## src/smc_pkg.sv

```systemverilog
package smc_pkg;
   // ---------------------------------------------------------------
   // timing
   // ---------------------------------------------------------------
   localparam int CLK_HZ = 40_000_000;
   localparam int OSC_HZ = 4_000_000;
   localparam int OSC_DIV = CLK_HZ / OSC_HZ;
   localparam int STRAP_OSC_PERIODS = 4;
   localparam int COPY_TIME_US = 340;
   localparam int COPY_CYCLES = (CLK_HZ / 1_000_000) * COPY_TIME_US;
   localparam int EXT_DIV = 4;
   // ---------------------------------------------------------------
   // register offsets
   // ---------------------------------------------------------------
   localparam logic [7:0] OFS_CLK_SRC = 8'h80;
   localparam logic [7:0] OFS_MOD_FREQ = 8'h85;
   localparam logic [7:0] OFS_ILLUM_CFG = 8'h90;
   localparam logic [7:0] OFS_INT_LEN_HI = 8'hA0;
   localparam logic [7:0] OFS_INT_LEN_LO = 8'hA1;
   localparam logic [7:0] OFS_INT_REP_HI = 8'hA2;
   localparam logic [7:0] OFS_INT_REP_LO = 8'hA3;
   localparam logic [7:0] OFS_DLY_EN = 8'hAE;
   localparam logic [7:0] OFS_DLY_CAL = 8'hE9;
   localparam logic [7:0] OFS_DLY_STEPS = 8'h73;
   // ---------------------------------------------------------------
   // fields and reset values
   // ---------------------------------------------------------------
   localparam int CLK_SRC_EXT_BIT = 6;
   localparam int LED_POL_BIT = 0;
   localparam int DLY_EN_BIT = 0;
   localparam logic [7:0] RST_CLK_SRC = 8'h00;
   localparam logic [7:0] RST_MOD_FREQ = 8'h01;
   localparam logic [7:0] RST_ILLUM_CFG = 8'h00;
   localparam logic [7:0] RST_INT_LEN = 8'h00;
   localparam logic [7:0] RST_INT_REP = 8'h00;
   localparam logic [7:0] RST_DLY_EN = 8'h00;
   localparam logic [7:0] RST_DLY_STEPS = 8'h00;
   localparam logic [7:0] RST_DLY_CAL = 8'h00;
   // ---------------------------------------------------------------
   // strap pin indices and copy table
   // ---------------------------------------------------------------
   localparam int PIN_LINE_SYNC_ADDR_BIT1 = 0;
   localparam int PIN_FRAME_SYNC_ADDR_BIT0 = 1;
   localparam int PIN_SATURATION_FLAG = 2;
   localparam int PIN_PIXEL_BUS_BIT0 = 3;
   localparam int NV_COPY_N = 4;
   localparam logic [6:0] NV_ADDR_MOD_FREQ = 7'h00;
   localparam logic [6:0] NV_ADDR_ILLUM_CFG = 7'h01;
   localparam logic [6:0] NV_ADDR_DLY_STEPS = 7'h02;
   localparam logic [6:0] NV_ADDR_DLY_CAL = 7'h03;
   localparam logic [6:0] I2C_ADDR_BASE = 7'h20;

   typedef enum logic [2:0] {
      ST_STRAP = 3'b001,
      ST_COPY = 3'b010,
      ST_RUN = 3'b100
   } smc_state_t;
endpackage

```

## src/smc_dly_if.sv

```systemverilog
`timescale 1ns/1ps
`default_nettype none
interface smc_dly_if;
   logic mod_in;
   logic en;
   logic [7:0] steps;
   logic mod_out;
   modport src (output mod_in, output en, output steps, input mod_out);
   modport line (input mod_in, input en, input steps, output mod_out);
endinterface
`default_nettype wire

```

## src/smc_delay_line.sv

```systemverilog
`timescale 1ns/1ps
`default_nettype none
module smc_delay_line #(
   parameter int DEPTH = 256
) (
   input wire logic clk_in,
   input wire logic nrst_in,
   smc_dly_if.line dly
);
   typedef struct packed {
      logic [DEPTH-1:0] sh;
      logic out;
   } smc_dly_st_t;

   smc_dly_st_t st_q;
   smc_dly_st_t st_d;

   assign dly.mod_out = st_q.out;

   // one step is one clock cycle; finer steps need an analog line
   always_comb begin
      st_d = st_q;
      st_d.sh = {st_q.sh[DEPTH-2:0], dly.mod_in};
      if (dly.en && dly.steps != 8'h00) begin
         st_d.out = st_q.sh[dly.steps - 8'h01];
      end else begin
         st_d.out = dly.mod_in;
      end
   end

   always_ff @(posedge clk_in or negedge nrst_in) begin
      if (!nrst_in) begin
         st_q <= '0;
      end else begin
         st_q <= st_d;
      end
   end

   chk_dly_bypass: assert property (
      @(posedge clk_in) disable iff (!nrst_in)
      !dly.en |=> dly.mod_out == $past(dly.mod_in))
      else $error("bypassed delay line did not pass source");
   chk_dly_one_step: assert property (
      @(posedge clk_in) disable iff (!nrst_in)
      (dly.en && dly.steps == 8'h01) ##1 (dly.en && dly.steps == 8'h01)
      |=> dly.mod_out == $past(dly.mod_in, 2))
      else $error("one delay step not two cycles");
endmodule
`default_nettype wire

```

## src/smc_top.sv

```systemverilog
`timescale 1ns/1ps
`default_nettype none
module smc_top #(
   parameter int COPY_CYCLES = smc_pkg::COPY_CYCLES,
   parameter logic [7:0] CAL_DEFAULT = 8'h5A // arbitrary value
) (
   input wire logic clk_in,
   input wire logic nrst_in,
   input wire logic [7:0] reg_addr_in,
   input wire logic [7:0] reg_wdata_in,
   input wire logic reg_wr_in,
   input wire logic reg_rd_in,
   output logic [7:0] reg_rdata_out,
   output logic reg_rvalid_out,
   output logic [6:0] nv_addr_out,
   output logic nv_rd_out,
   input wire logic [7:0] nv_data_in,
   output logic copy_done_out,
   output logic pll_start_out,
   output logic pll_ready_out,
   input wire logic [3:0] strap_pin_in,
   input wire logic [3:0] pin_func_in,
   output logic [3:0] strap_pin_out,
   output logic [3:0] strap_pin_oe_out,
   output logic [3:0] strap_pulldown_out,
   output logic [6:0] i2c_addr_out,
   input wire logic ext_mod_clock_in,
   input wire logic acq_start_in,
   output logic integrating_out,
   output logic demod_mod_out,
   output logic led_mod_out
);
   // ---------------------------------------------------------------
   // state
   // ---------------------------------------------------------------
   typedef struct packed {
      smc_pkg::smc_state_t state;
      logic [3:0] osc_cnt;
      logic [2:0] strap_ticks;
      logic [15:0] timer;
      logic [2:0] copy_idx;
      logic copy_pend;
      logic [3:0] straps;
      logic [7:0] clk_src;
      logic [7:0] mod_freq;
      logic [7:0] illum_cfg;
      logic [15:0] int_len;
      logic [15:0] int_rep;
      logic [7:0] dly_en;
      logic [7:0] dly_steps;
      logic [7:0] dly_cal;
      logic [7:0] rdata;
      logic rvalid;
      logic [6:0] nv_addr;
      logic nv_rd;
      logic copy_done;
      logic pll_start;
      logic ext_prev;
      logic [1:0] ext_div;
      logic [7:0] int_cnt;
      logic int_mod;
      logic demod;
      logic integ;
      logic [32:0] integ_cnt;
      logic [3:0] pin_out;
      logic [3:0] pin_oe;
      logic [3:0] pull_dn;
   } smc_st_t;

   smc_st_t st_q;
   smc_st_t st_d;
   smc_dly_if dly_bus ();

   logic osc_tick;
   logic ext_rise;
   logic ext_sel;
   logic mod_src;
   logic base_tick;
   logic [32:0] integ_target;

   assign osc_tick = st_q.osc_cnt == 4'(smc_pkg::OSC_DIV - 1);
   assign ext_rise = ext_mod_clock_in && !st_q.ext_prev;
   assign ext_sel = st_q.clk_src[smc_pkg::CLK_SRC_EXT_BIT];
   // internal source ticks once per clock cycle in place of a period
   assign base_tick = ext_sel ? ext_rise : 1'b1;
   assign mod_src = ext_sel ? st_q.ext_div[1] : st_q.int_mod;
   assign integ_target = 33'({17'd0, st_q.int_rep} + 33'd1)
      * 33'({17'd0, st_q.int_len});

   assign dly_bus.mod_in = mod_src
      ^ st_q.illum_cfg[smc_pkg::LED_POL_BIT];
   assign dly_bus.en = st_q.dly_en[smc_pkg::DLY_EN_BIT];
   assign dly_bus.steps = st_q.dly_steps;

   smc_delay_line #(
      .DEPTH(256)
   ) u_dly (
      .clk_in(clk_in),
      .nrst_in(nrst_in),
      .dly(dly_bus.line)
   );

   // ---------------------------------------------------------------
   // outputs
   // ---------------------------------------------------------------
   assign reg_rdata_out = st_q.rdata;
   assign reg_rvalid_out = st_q.rvalid;
   assign nv_addr_out = st_q.nv_addr;
   assign nv_rd_out = st_q.nv_rd;
   assign copy_done_out = st_q.copy_done;
   assign pll_start_out = st_q.pll_start;
   assign pll_ready_out = st_q.copy_done;
   assign strap_pin_out = st_q.pin_out;
   assign strap_pin_oe_out = st_q.pin_oe;
   assign strap_pulldown_out = st_q.pull_dn;
   assign i2c_addr_out = {smc_pkg::I2C_ADDR_BASE[6:2],
      st_q.straps[smc_pkg::PIN_LINE_SYNC_ADDR_BIT1],
      st_q.straps[smc_pkg::PIN_FRAME_SYNC_ADDR_BIT0]};
   assign integrating_out = st_q.integ;
   assign demod_mod_out = st_q.demod;
   assign led_mod_out = dly_bus.mod_out;

   // ---------------------------------------------------------------
   // next state
   // ---------------------------------------------------------------
   always_comb begin
      st_d = st_q;
      st_d.rvalid = 1'b0;
      st_d.nv_rd = 1'b0;
      st_d.osc_cnt = osc_tick ? 4'h0 : st_q.osc_cnt + 4'h1;
      // timer runs from release so copy and straps share one origin
      if (st_q.timer != 16'(COPY_CYCLES)) begin
         st_d.timer = st_q.timer + 16'h0001;
      end

      unique case (st_q.state)
         smc_pkg::ST_STRAP: begin
            st_d.pin_oe = 4'h0;
            st_d.pull_dn = 4'hF;
            if (osc_tick) begin
               st_d.strap_ticks = st_q.strap_ticks + 3'h1;
               if (st_q.strap_ticks ==
                  3'(smc_pkg::STRAP_OSC_PERIODS - 1)) begin
                  st_d.straps = strap_pin_in;
                  st_d.pull_dn = 4'h0;
                  st_d.pin_oe = 4'hF;
                  st_d.state = smc_pkg::ST_COPY;
               end
            end
         end
         smc_pkg::ST_COPY: begin
            // copy is paced by the 4 MHz tick while the PLL locks
            if (st_q.copy_pend) begin
               st_d.copy_pend = 1'b0;
               unique case (st_q.nv_addr)
                  smc_pkg::NV_ADDR_MOD_FREQ: st_d.mod_freq = nv_data_in;
                  smc_pkg::NV_ADDR_ILLUM_CFG: st_d.illum_cfg = nv_data_in;
                  smc_pkg::NV_ADDR_DLY_STEPS: st_d.dly_steps = nv_data_in;
                  default: st_d.dly_cal = nv_data_in;
               endcase
            end else if (osc_tick &&
               st_q.copy_idx != 3'(smc_pkg::NV_COPY_N)) begin
               st_d.nv_addr = 7'(st_q.copy_idx);
               st_d.nv_rd = 1'b1;
               st_d.copy_pend = 1'b1;
               st_d.copy_idx = st_q.copy_idx + 3'h1;
            end
            if (st_q.timer == 16'(COPY_CYCLES - 1)) begin
               st_d.copy_done = 1'b1;
               st_d.pll_start = 1'b0;
               st_d.state = smc_pkg::ST_RUN;
            end
         end
         smc_pkg::ST_RUN: begin
            if (acq_start_in && !st_q.integ) begin
               st_d.integ = integ_target != 33'd0;
               st_d.integ_cnt = '0;
            end else if (st_q.integ && base_tick) begin
               st_d.integ_cnt = st_q.integ_cnt + 33'd1;
               if (st_q.integ_cnt + 33'd1 == integ_target) begin
                  st_d.integ = 1'b0;
               end
            end
         end
         default: st_d.state = smc_pkg::ST_STRAP;
      endcase

      // normal pin function once sampling is over
      st_d.pin_out = pin_func_in;

      // modulation sources
      st_d.ext_prev = ext_mod_clock_in;
      if (ext_rise) begin
         st_d.ext_div = st_q.ext_div + 2'h1;
      end
      // >= lets a smaller setting take hold without an 8-bit wrap
      if (st_q.int_cnt >= st_q.mod_freq) begin
         st_d.int_cnt = 8'h00;
         st_d.int_mod = !st_q.int_mod;
      end else begin
         st_d.int_cnt = st_q.int_cnt + 8'h01;
      end
      st_d.demod = mod_src;

      // register port
      if (reg_wr_in) begin
         unique case (reg_addr_in)
            smc_pkg::OFS_CLK_SRC: st_d.clk_src = reg_wdata_in;
            smc_pkg::OFS_MOD_FREQ: st_d.mod_freq = reg_wdata_in;
            smc_pkg::OFS_ILLUM_CFG: st_d.illum_cfg = reg_wdata_in;
            smc_pkg::OFS_INT_LEN_HI: st_d.int_len[15:8] = reg_wdata_in;
            smc_pkg::OFS_INT_LEN_LO: st_d.int_len[7:0] = reg_wdata_in;
            smc_pkg::OFS_INT_REP_HI: st_d.int_rep[15:8] = reg_wdata_in;
            smc_pkg::OFS_INT_REP_LO: st_d.int_rep[7:0] = reg_wdata_in;
            smc_pkg::OFS_DLY_EN: st_d.dly_en = reg_wdata_in;
            smc_pkg::OFS_DLY_STEPS: st_d.dly_steps = reg_wdata_in;
            default: begin
            end
         endcase
      end
      if (reg_rd_in) begin
         st_d.rvalid = 1'b1;
         unique case (reg_addr_in)
            smc_pkg::OFS_CLK_SRC: st_d.rdata = st_q.clk_src;
            smc_pkg::OFS_MOD_FREQ: st_d.rdata = st_q.mod_freq;
            smc_pkg::OFS_ILLUM_CFG: st_d.rdata = st_q.illum_cfg;
            smc_pkg::OFS_INT_LEN_HI: st_d.rdata = st_q.int_len[15:8];
            smc_pkg::OFS_INT_LEN_LO: st_d.rdata = st_q.int_len[7:0];
            smc_pkg::OFS_INT_REP_HI: st_d.rdata = st_q.int_rep[15:8];
            smc_pkg::OFS_INT_REP_LO: st_d.rdata = st_q.int_rep[7:0];
            smc_pkg::OFS_DLY_EN: st_d.rdata = st_q.dly_en;
            smc_pkg::OFS_DLY_STEPS: st_d.rdata = st_q.dly_steps;
            smc_pkg::OFS_DLY_CAL: st_d.rdata = st_q.dly_cal;
            default: st_d.rdata = 8'h00;
         endcase
      end
   end

   // ---------------------------------------------------------------
   // registers
   // ---------------------------------------------------------------
   always_ff @(posedge clk_in or negedge nrst_in) begin
      if (!nrst_in) begin
         st_q <= '0;
         st_q.state <= smc_pkg::ST_STRAP;
         st_q.clk_src <= smc_pkg::RST_CLK_SRC;
         st_q.mod_freq <= smc_pkg::RST_MOD_FREQ;
         st_q.illum_cfg <= smc_pkg::RST_ILLUM_CFG;
         st_q.int_len <= {smc_pkg::RST_INT_LEN, smc_pkg::RST_INT_LEN};
         st_q.int_rep <= {smc_pkg::RST_INT_REP, smc_pkg::RST_INT_REP};
         st_q.dly_en <= smc_pkg::RST_DLY_EN;
         st_q.dly_steps <= smc_pkg::RST_DLY_STEPS;
         st_q.dly_cal <= CAL_DEFAULT;
         st_q.pll_start <= 1'b1;
      end else begin
         st_q <= st_d;
      end
   end

   // ---------------------------------------------------------------
   // checks
   // ---------------------------------------------------------------
   chk_strap_inputs: assert property (
      @(posedge clk_in) disable iff (!nrst_in)
      st_q.state == smc_pkg::ST_STRAP && st_q.timer > 16'h0000
      |-> strap_pin_oe_out == 4'h0 && strap_pulldown_out == 4'hF)
      else $error("strap pins not inputs with pull-down");
   chk_strap_window: assert property (
      @(posedge clk_in) disable iff (!nrst_in)
      $fell(st_q.state == smc_pkg::ST_STRAP)
      |-> st_q.timer == 16'(smc_pkg::OSC_DIV * smc_pkg::STRAP_OSC_PERIODS))
      else $error("strap window not four oscillator periods");
   chk_strap_outputs: assert property (
      @(posedge clk_in) disable iff (!nrst_in)
      st_q.state != smc_pkg::ST_STRAP
      |-> strap_pin_oe_out == 4'hF && strap_pulldown_out == 4'h0)
      else $error("strap pins not back to outputs");
   chk_strap_latch: assert property (
      @(posedge clk_in) disable iff (!nrst_in)
      $fell(st_q.state == smc_pkg::ST_STRAP)
      |-> i2c_addr_out[1:0] == {$past(strap_pin_in[0]),
         $past(strap_pin_in[1])})
      else $error("strap level not latched into address");
   chk_strap_once: assert property (
      @(posedge clk_in) disable iff (!nrst_in)
      st_q.state != smc_pkg::ST_STRAP
      && $past(st_q.state) != smc_pkg::ST_STRAP
      |-> $stable(st_q.straps))
      else $error("strap levels sampled more than once");
   chk_copy_time: assert property (
      @(posedge clk_in) disable iff (!nrst_in)
      $rose(copy_done_out) |-> st_q.timer == 16'(COPY_CYCLES))
      else $error("copy not finished at its time");
   chk_copy_held: assert property (
      @(posedge clk_in) disable iff (!nrst_in)
      copy_done_out |=> copy_done_out)
      else $error("copy done dropped before reset");
   chk_copy_all: assert property (
      @(posedge clk_in) disable iff (!nrst_in)
      copy_done_out |-> st_q.copy_idx == 3'(smc_pkg::NV_COPY_N)
      && !st_q.copy_pend)
      else $error("copy finished with words left over");
   chk_copy_pll: assert property (
      @(posedge clk_in) disable iff (!nrst_in)
      nv_rd_out |-> pll_start_out && !pll_ready_out)
      else $error("copy not alongside PLL start");
   chk_copy_pulse: assert property (
      @(posedge clk_in) disable iff (!nrst_in)
      nv_rd_out |=> !nv_rd_out)
      else $error("nonvolatile read longer than one cycle");
   chk_pll_phase: assert property (
      @(posedge clk_in) disable iff (!nrst_in)
      pll_start_out == !copy_done_out)
      else $error("PLL start phase and copy out of step");
   chk_ext_select: assert property (
      @(posedge clk_in) disable iff (!nrst_in)
      ext_sel && $stable(ext_sel)
      |-> demod_mod_out == $past(st_q.ext_div[1]))
      else $error("external source not used");
   chk_int_select: assert property (
      @(posedge clk_in) disable iff (!nrst_in)
      !ext_sel && $stable(ext_sel)
      |-> demod_mod_out == $past(st_q.int_mod))
      else $error("internal source not used");
   chk_ext_div_four: assert property (
      @(posedge clk_in) disable iff (!nrst_in)
      !ext_rise |=> $stable(st_q.ext_div))
      else $error("external divider moved without edge");
   chk_ext_div_step: assert property (
      @(posedge clk_in) disable iff (!nrst_in)
      ext_rise |=> st_q.ext_div == $past(st_q.ext_div) + 2'h1)
      else $error("external divider missed an edge");
   chk_led_source: assert property (
      @(posedge clk_in) disable iff (!nrst_in)
      !dly_bus.en |=> led_mod_out
      == (demod_mod_out ^ $past(st_q.illum_cfg[smc_pkg::LED_POL_BIT])))
      else $error("LED and demodulator not from one source");
   chk_integ_count: assert property (
      @(posedge clk_in) disable iff (!nrst_in)
      $fell(integrating_out) |-> st_q.integ_cnt == $past(integ_target))
      else $error("integration length wrong");
   chk_integ_run: assert property (
      @(posedge clk_in) disable iff (!nrst_in)
      st_q.state != smc_pkg::ST_RUN |-> !integrating_out)
      else $error("integration outside run state");
   chk_cal_readonly: assert property (
      @(posedge clk_in) disable iff (!nrst_in)
      st_q.state == smc_pkg::ST_RUN |=> $stable(st_q.dly_cal))
      else $error("calibration value changed after copy");
   chk_steps_write: assert property (
      @(posedge clk_in) disable iff (!nrst_in)
      reg_wr_in && reg_addr_in == smc_pkg::OFS_DLY_STEPS
      |=> st_q.dly_steps == $past(reg_wdata_in))
      else $error("delay step count not written");
endmodule
`default_nettype wire

```

## config.mk

```make
export PLATFORM = sky130hd
export DESIGN_NAME = smc_top
export DESIGN_NICKNAME = d
export VERILOG_FILES = /design/src/smc_pkg.sv /design/src/smc_dly_if.sv /design/src/smc_delay_line.sv /design/src/smc_top.sv
export SDC_FILE = /design/constraint.sdc
export NUM_CORES = 1
export LEC_CHECK = 0
export BUFFER_PORTS_ARGS = -buffer_cell sky130_fd_sc_hd__buf_2
export CAP_MARGIN = 30
export CORE_ASPECT_RATIO = 0.8
export CORE_MARGIN = 4
export CORE_UTILIZATION = 64
export CTS_CLUSTER_DIAMETER = 40
export DETAILED_ROUTE_END_ITERATION = 6
export PLACE_DENSITY = 0.82
export SYNTH_ARGS = -nofsm -noshare
export SYNTH_HDL_FRONTEND = slang
export SYNTH_HIERARCHICAL = 1
export SYNTH_SLANG_ARGS = --single-unit
```

## constraint.sdc

```tcl
create_clock -name clk_in -period 8.4 [get_ports clk_in]
set_input_delay 1.26 -clock clk_in [delete_from_list [all_inputs] [get_ports clk_in]]
set_output_delay 1.26 -clock clk_in [all_outputs]
set_load 0.05 [all_outputs]
```

==> parameters.txt <==
Parameter                              Value

Floorplanning
  DIE AREA ... 47000 um^2
  Die X-Extent ... 241 um
  FP Rows ... 68
  I/O pins ... 80
  Core Box Area ... 43100 um^2
  Initial standard-cell utilization of the core ... 0.647
  Overall die height ... 195 um

Logic synthesis
  Share of flip-flops with an asynchronous set or reset ... 1.00
  Number of enable flip-flop cells after synthesis ... 0
  Synthesis warning total ... 6
  Sequential element share of the synthesized area ... 0.392
  Synth Area in XOR/XNOR ... 0.0432
  Area fraction in and, or, nand and nor cells after synthesis ... 0.129
  Synthesized-area fraction occupied by ao, oa, aoi and oai cells ... 0.0894
  Adder-cell share of the synthesized area ... 0.205
  Dominant cell type by area after synthesis ... sky130_fd_sc_hd__dfrtp_1
  Synth cell count leaders ... sky130_fd_sc_hd__dfrtp_1 (430), sky130_fd_sc_hd__nand2_1 (297), sky130_fd_sc_hd__inv_1 (211), sky130_fd_sc_hd__fa_1 (208), sky130_fd_sc_hd__mux2i_1 (156)
  Fraction of post-synthesis cell area in the top cell type by area ... 0.386
  Avg Synthesized Cell Area ... 10.8 um^2
  Main combinational cell family by area after synthesis ... adder cells
  Number of unique standard cell types used by synthesis ... 86
  Multiplexer share of the synthesized area ... 0.0806
  Netlist area before placement ... 27900 um^2
  Most used flip-flop cell after synthesis ... sky130_fd_sc_hd__dfrtp_1
  Count leader, synth ... sky130_fd_sc_hd__dfrtp_1
  Top area cells in the synthesized netlist ... sky130_fd_sc_hd__dfrtp_1 (39%), sky130_fd_sc_hd__fa_1 (15%), sky130_fd_sc_hd__mux2i_1 (5.6%)
  FF+latch count, synth ... 437
  Synthesized netlist cell count ... 2586

STA
  Final critical path time including I/O delays and setup ... 8070 ps
  Worst-case headroom to the max-slew limit ... 0.309
  Fin crit share ... 0.960
  Number of hold violations in the final report ... 0
  Max Clk Rate ... 124 MHz
  Final sum of negative setup slack ... 0 ps
  Measured slew at the worst slew-check pin ... 1030 ps
  Crit path setup slack, layout ... 332 ps
  Setup violations, final ... 0
  Final setup skew ... 20.4 ps
  Number of pins with negative max-slew slack in the final report ... 0

Worst setup path
  R2r setup slk ... 330 ps
  Max stage delay cell, worst path ... sky130_fd_sc_hd__fa_1
  Critical Path Start ... st_q[106]$_DFFE_PN0P_
  Most used cell, CP ... sky130_fd_sc_hd__fa_1
  Data required time at the worst endpoint ... 8820 ps
  Kind of launch point of the worst setup path ... flop
  Setup crit end ... integrating_out$_DFFE_PN0P_
  Type of the worst setup path ... reg2reg
  Worst R2R Path Depth ... 31
  Maximum fanout count along the critical path ... 11
  Startpoint of the worst register-to-register path ... st_q[106]$_DFFE_PN0P_
  Reg-to-reg critical path endpoint ... integrating_out$_DFFE_PN0P_
  Data arrival, critical path ... 8490 ps
  Crit-path max cell delay ... 540 ps
  Endpoint kind of the worst setup timing path ... flop

Clock network
  Clock insertion delay at the later pin of the skew report ... 580 ps
  Buffer cell driving the clock tree root ... sky130_fd_sc_hd__clkbuf_16
  TritonCTS buffer count ... 48
  CTS sink cnt ... 437
  CTS H-tree depth ... 2
  TritonCTS clock tree ... built
  CTS Buffer Depth ... 3
  Clock edge transition at the registers on the reported setup and hold paths ... 60 ps
  Cts hold-fix bufs ... 0

Pwr
  Static leakage ... 13.3 nW
  Power density over the cells ... 170 nW/um^2
  Total power ... 0.00516 W
  Highest ir drop seen on vdd ... 0.130 mV

Flow run
  Max cap viols ... 0

Drt
  DRC violations left ... 0
  Average wire per standard cell ... 21.2 um
  Detailed-route wire length ... 67200 um
  DRC violation total after the first TritonRoute iteration ... 1702
  Final antenna-violating net count ... 0
  DR vias ... 19.8k
  Detailed Routing Iterations Pass 1 ... 6
  Vias per inst ... 6.22

Global routing
  Number of global-route vias before repair ... 20.7k
  Maximum number of pins on one net before global-route repair ... 159
  Number of antenna violations at the first check in global routing ... 1
  Gr usage total ... 0.292
  Remaining Overflow, GRT ... 0
  Wire length of the first global-routing pass ... 110000 um

Finish
  Non-Filler Cell Area, Final ... 30300 um^2
  Area grow syn2layout ... 8.72%
  Net count, final ... 2950
  Number of antenna cells inserted ... 0
  Fraction of layout instances using a drive strength above 1 ... 0.121
  Post-route non-filler standard cell count ... 3177

Placement
  HPWL after DPL ... 45800 um
  Number of buffers added on ports ... 68
  Placed inst area ... 28500 um^2
  Setup WS pre-CTS ... 228 ps
  Instance count after placement with tap cells included ... 3087
  Final RePlAce weighted congestion ... 0.904

Hold path
  HP Class ... reg2reg

Run status
  Result of the run ... finished, final reports clean
-- cells in the final DEF (no fill, tap or decap), drive strengths merged, types with 34 or more instances in the layout --
cell,instances
xor2,45
nor2,88
o21ai,92
nand3,90
dfrtp,430
nand4,34
ha,124
fa,208
inv,215
and2,77
xnor2,85
mux2i,156
clkbuf,68
mux2,61
nand2,297
a22oi,65
a21oi,39
buf,113
-- how the worst min path moves through the flow --
stage                              startpoint  depth (start not counted)                        end  slack [ps]
floorplan           u_dly/st_d[100]$_DFF_PN0_                          0  u_dly/st_d[101]$_DFF_PN0_         350
global placement     u_dly/st_d[30]$_DFF_PN0_                          0   u_dly/st_d[31]$_DFF_PN0_         350
detailed placement  u_dly/st_d[100]$_DFF_PN0_                          0  u_dly/st_d[101]$_DFF_PN0_         360
CTS                 u_dly/st_d[109]$_DFF_PN0_                          0  u_dly/st_d[110]$_DFF_PN0_         370
global route        u_dly/st_d[109]$_DFF_PN0_                          0  u_dly/st_d[110]$_DFF_PN0_         360
finish              u_dly/st_d[109]$_DFF_PN0_                          0  u_dly/st_d[110]$_DFF_PN0_         360
-- stage by stage --
step / utilization / hold WS [ps]
after floorplan: - / 353
after global placement: 0.659 / 355
after detailed placement: 0.661 / 357
after CTS: 0.699 / 367
after global routing: 0.703 / 359
final: 0.703 / 363
-- what timing repair did --
item | in CTS | in global routing
resized for setup | 0 | 21
buffers inserted | 0 | 0
setup endpoints to repair | 0 | 1
-- state kept, by name, summed over array words and instances (netlist names) --
register            flops
ext_sel                 1
nv_addr_out             3
st_q                  145
strap_pin_out           4
u_dly/st_q              1
copy_done_out           1
demod_mod_out           1
strap_pin_oe_out        1
i2c_addr_out            2
integrating_out         1
dly_bus.en              1
reg_rdata_out           8
u_dly/st_d            255
reg_rvalid_out          1
strap_pulldown_out      1
nv_rd_out               1
dly_bus.steps           8
pll_start_out           1
u_dly/dly.mod_out       1
-- worst max-delay path: cells and delay by family (launching register included) --
kind | cells | cell delay, ps
adder cells (fa/ha/maj) | 7 | 3500
AND/OR/NAND/NOR | 10 | 1750
AO/OA/AOI/OAI | 4 | 790
XOR/XNOR | 3 | 670
buffers and inverters | 6 | 620
flip-flops | 1 | 410
multiplexers | 1 | 150
-- routing by layer --
| layer | up-vias | part of all wire | global-route usage | wire length, um |
|---|---|---|---|---|
| met3 | 167 | 0.093 | 0.0729 | 6290 |
| li1 | 8677 | - | - | - |
| met4 | 2 | 0.031 | 0.0956 | 2050 |
| met1 | 9945 | 0.43 | 0.424 | 28600 |
| met2 | 963 | 0.45 | 0.438 | 30300 |
| met5 | - | 0.00016 | 0 | 11 |
-- layout make-up --
type	instances	area (um^2)
Clock inverter	19	254
Timing Repair Buffer	113	800
Tap cell	560	701
Multi-Input combinational cell	1769	15400
Inverter	211	792
Fill cell	2834	12800
Sequential cell	437	10900
Clock buffer	68	1390
-- power by group --
part,total [W],internal [W],switching (W)
logic,0.000619,0.000224,0.000395
registers,0.00237,0.00224,0.000133
clock network,0.00216,0.00129,0.000874
total,0.00516,0.00375,0.00140
-- cells by family (layout without fill, tap and decap cells) --
logic type | after synthesis | count (layout)
xor gates and xnor gates | 133 | 133
and+or+nand+nor | 725 | 725
muxes | 217 | 217
DFF | 437 | 437
adders and majority gates | 332 | 332
other | 2 | 9
buffers and inverters | 387 | 411
AOI/OAI and AO/OA | 353 | 353
Power figures use the tool's default switching activity.
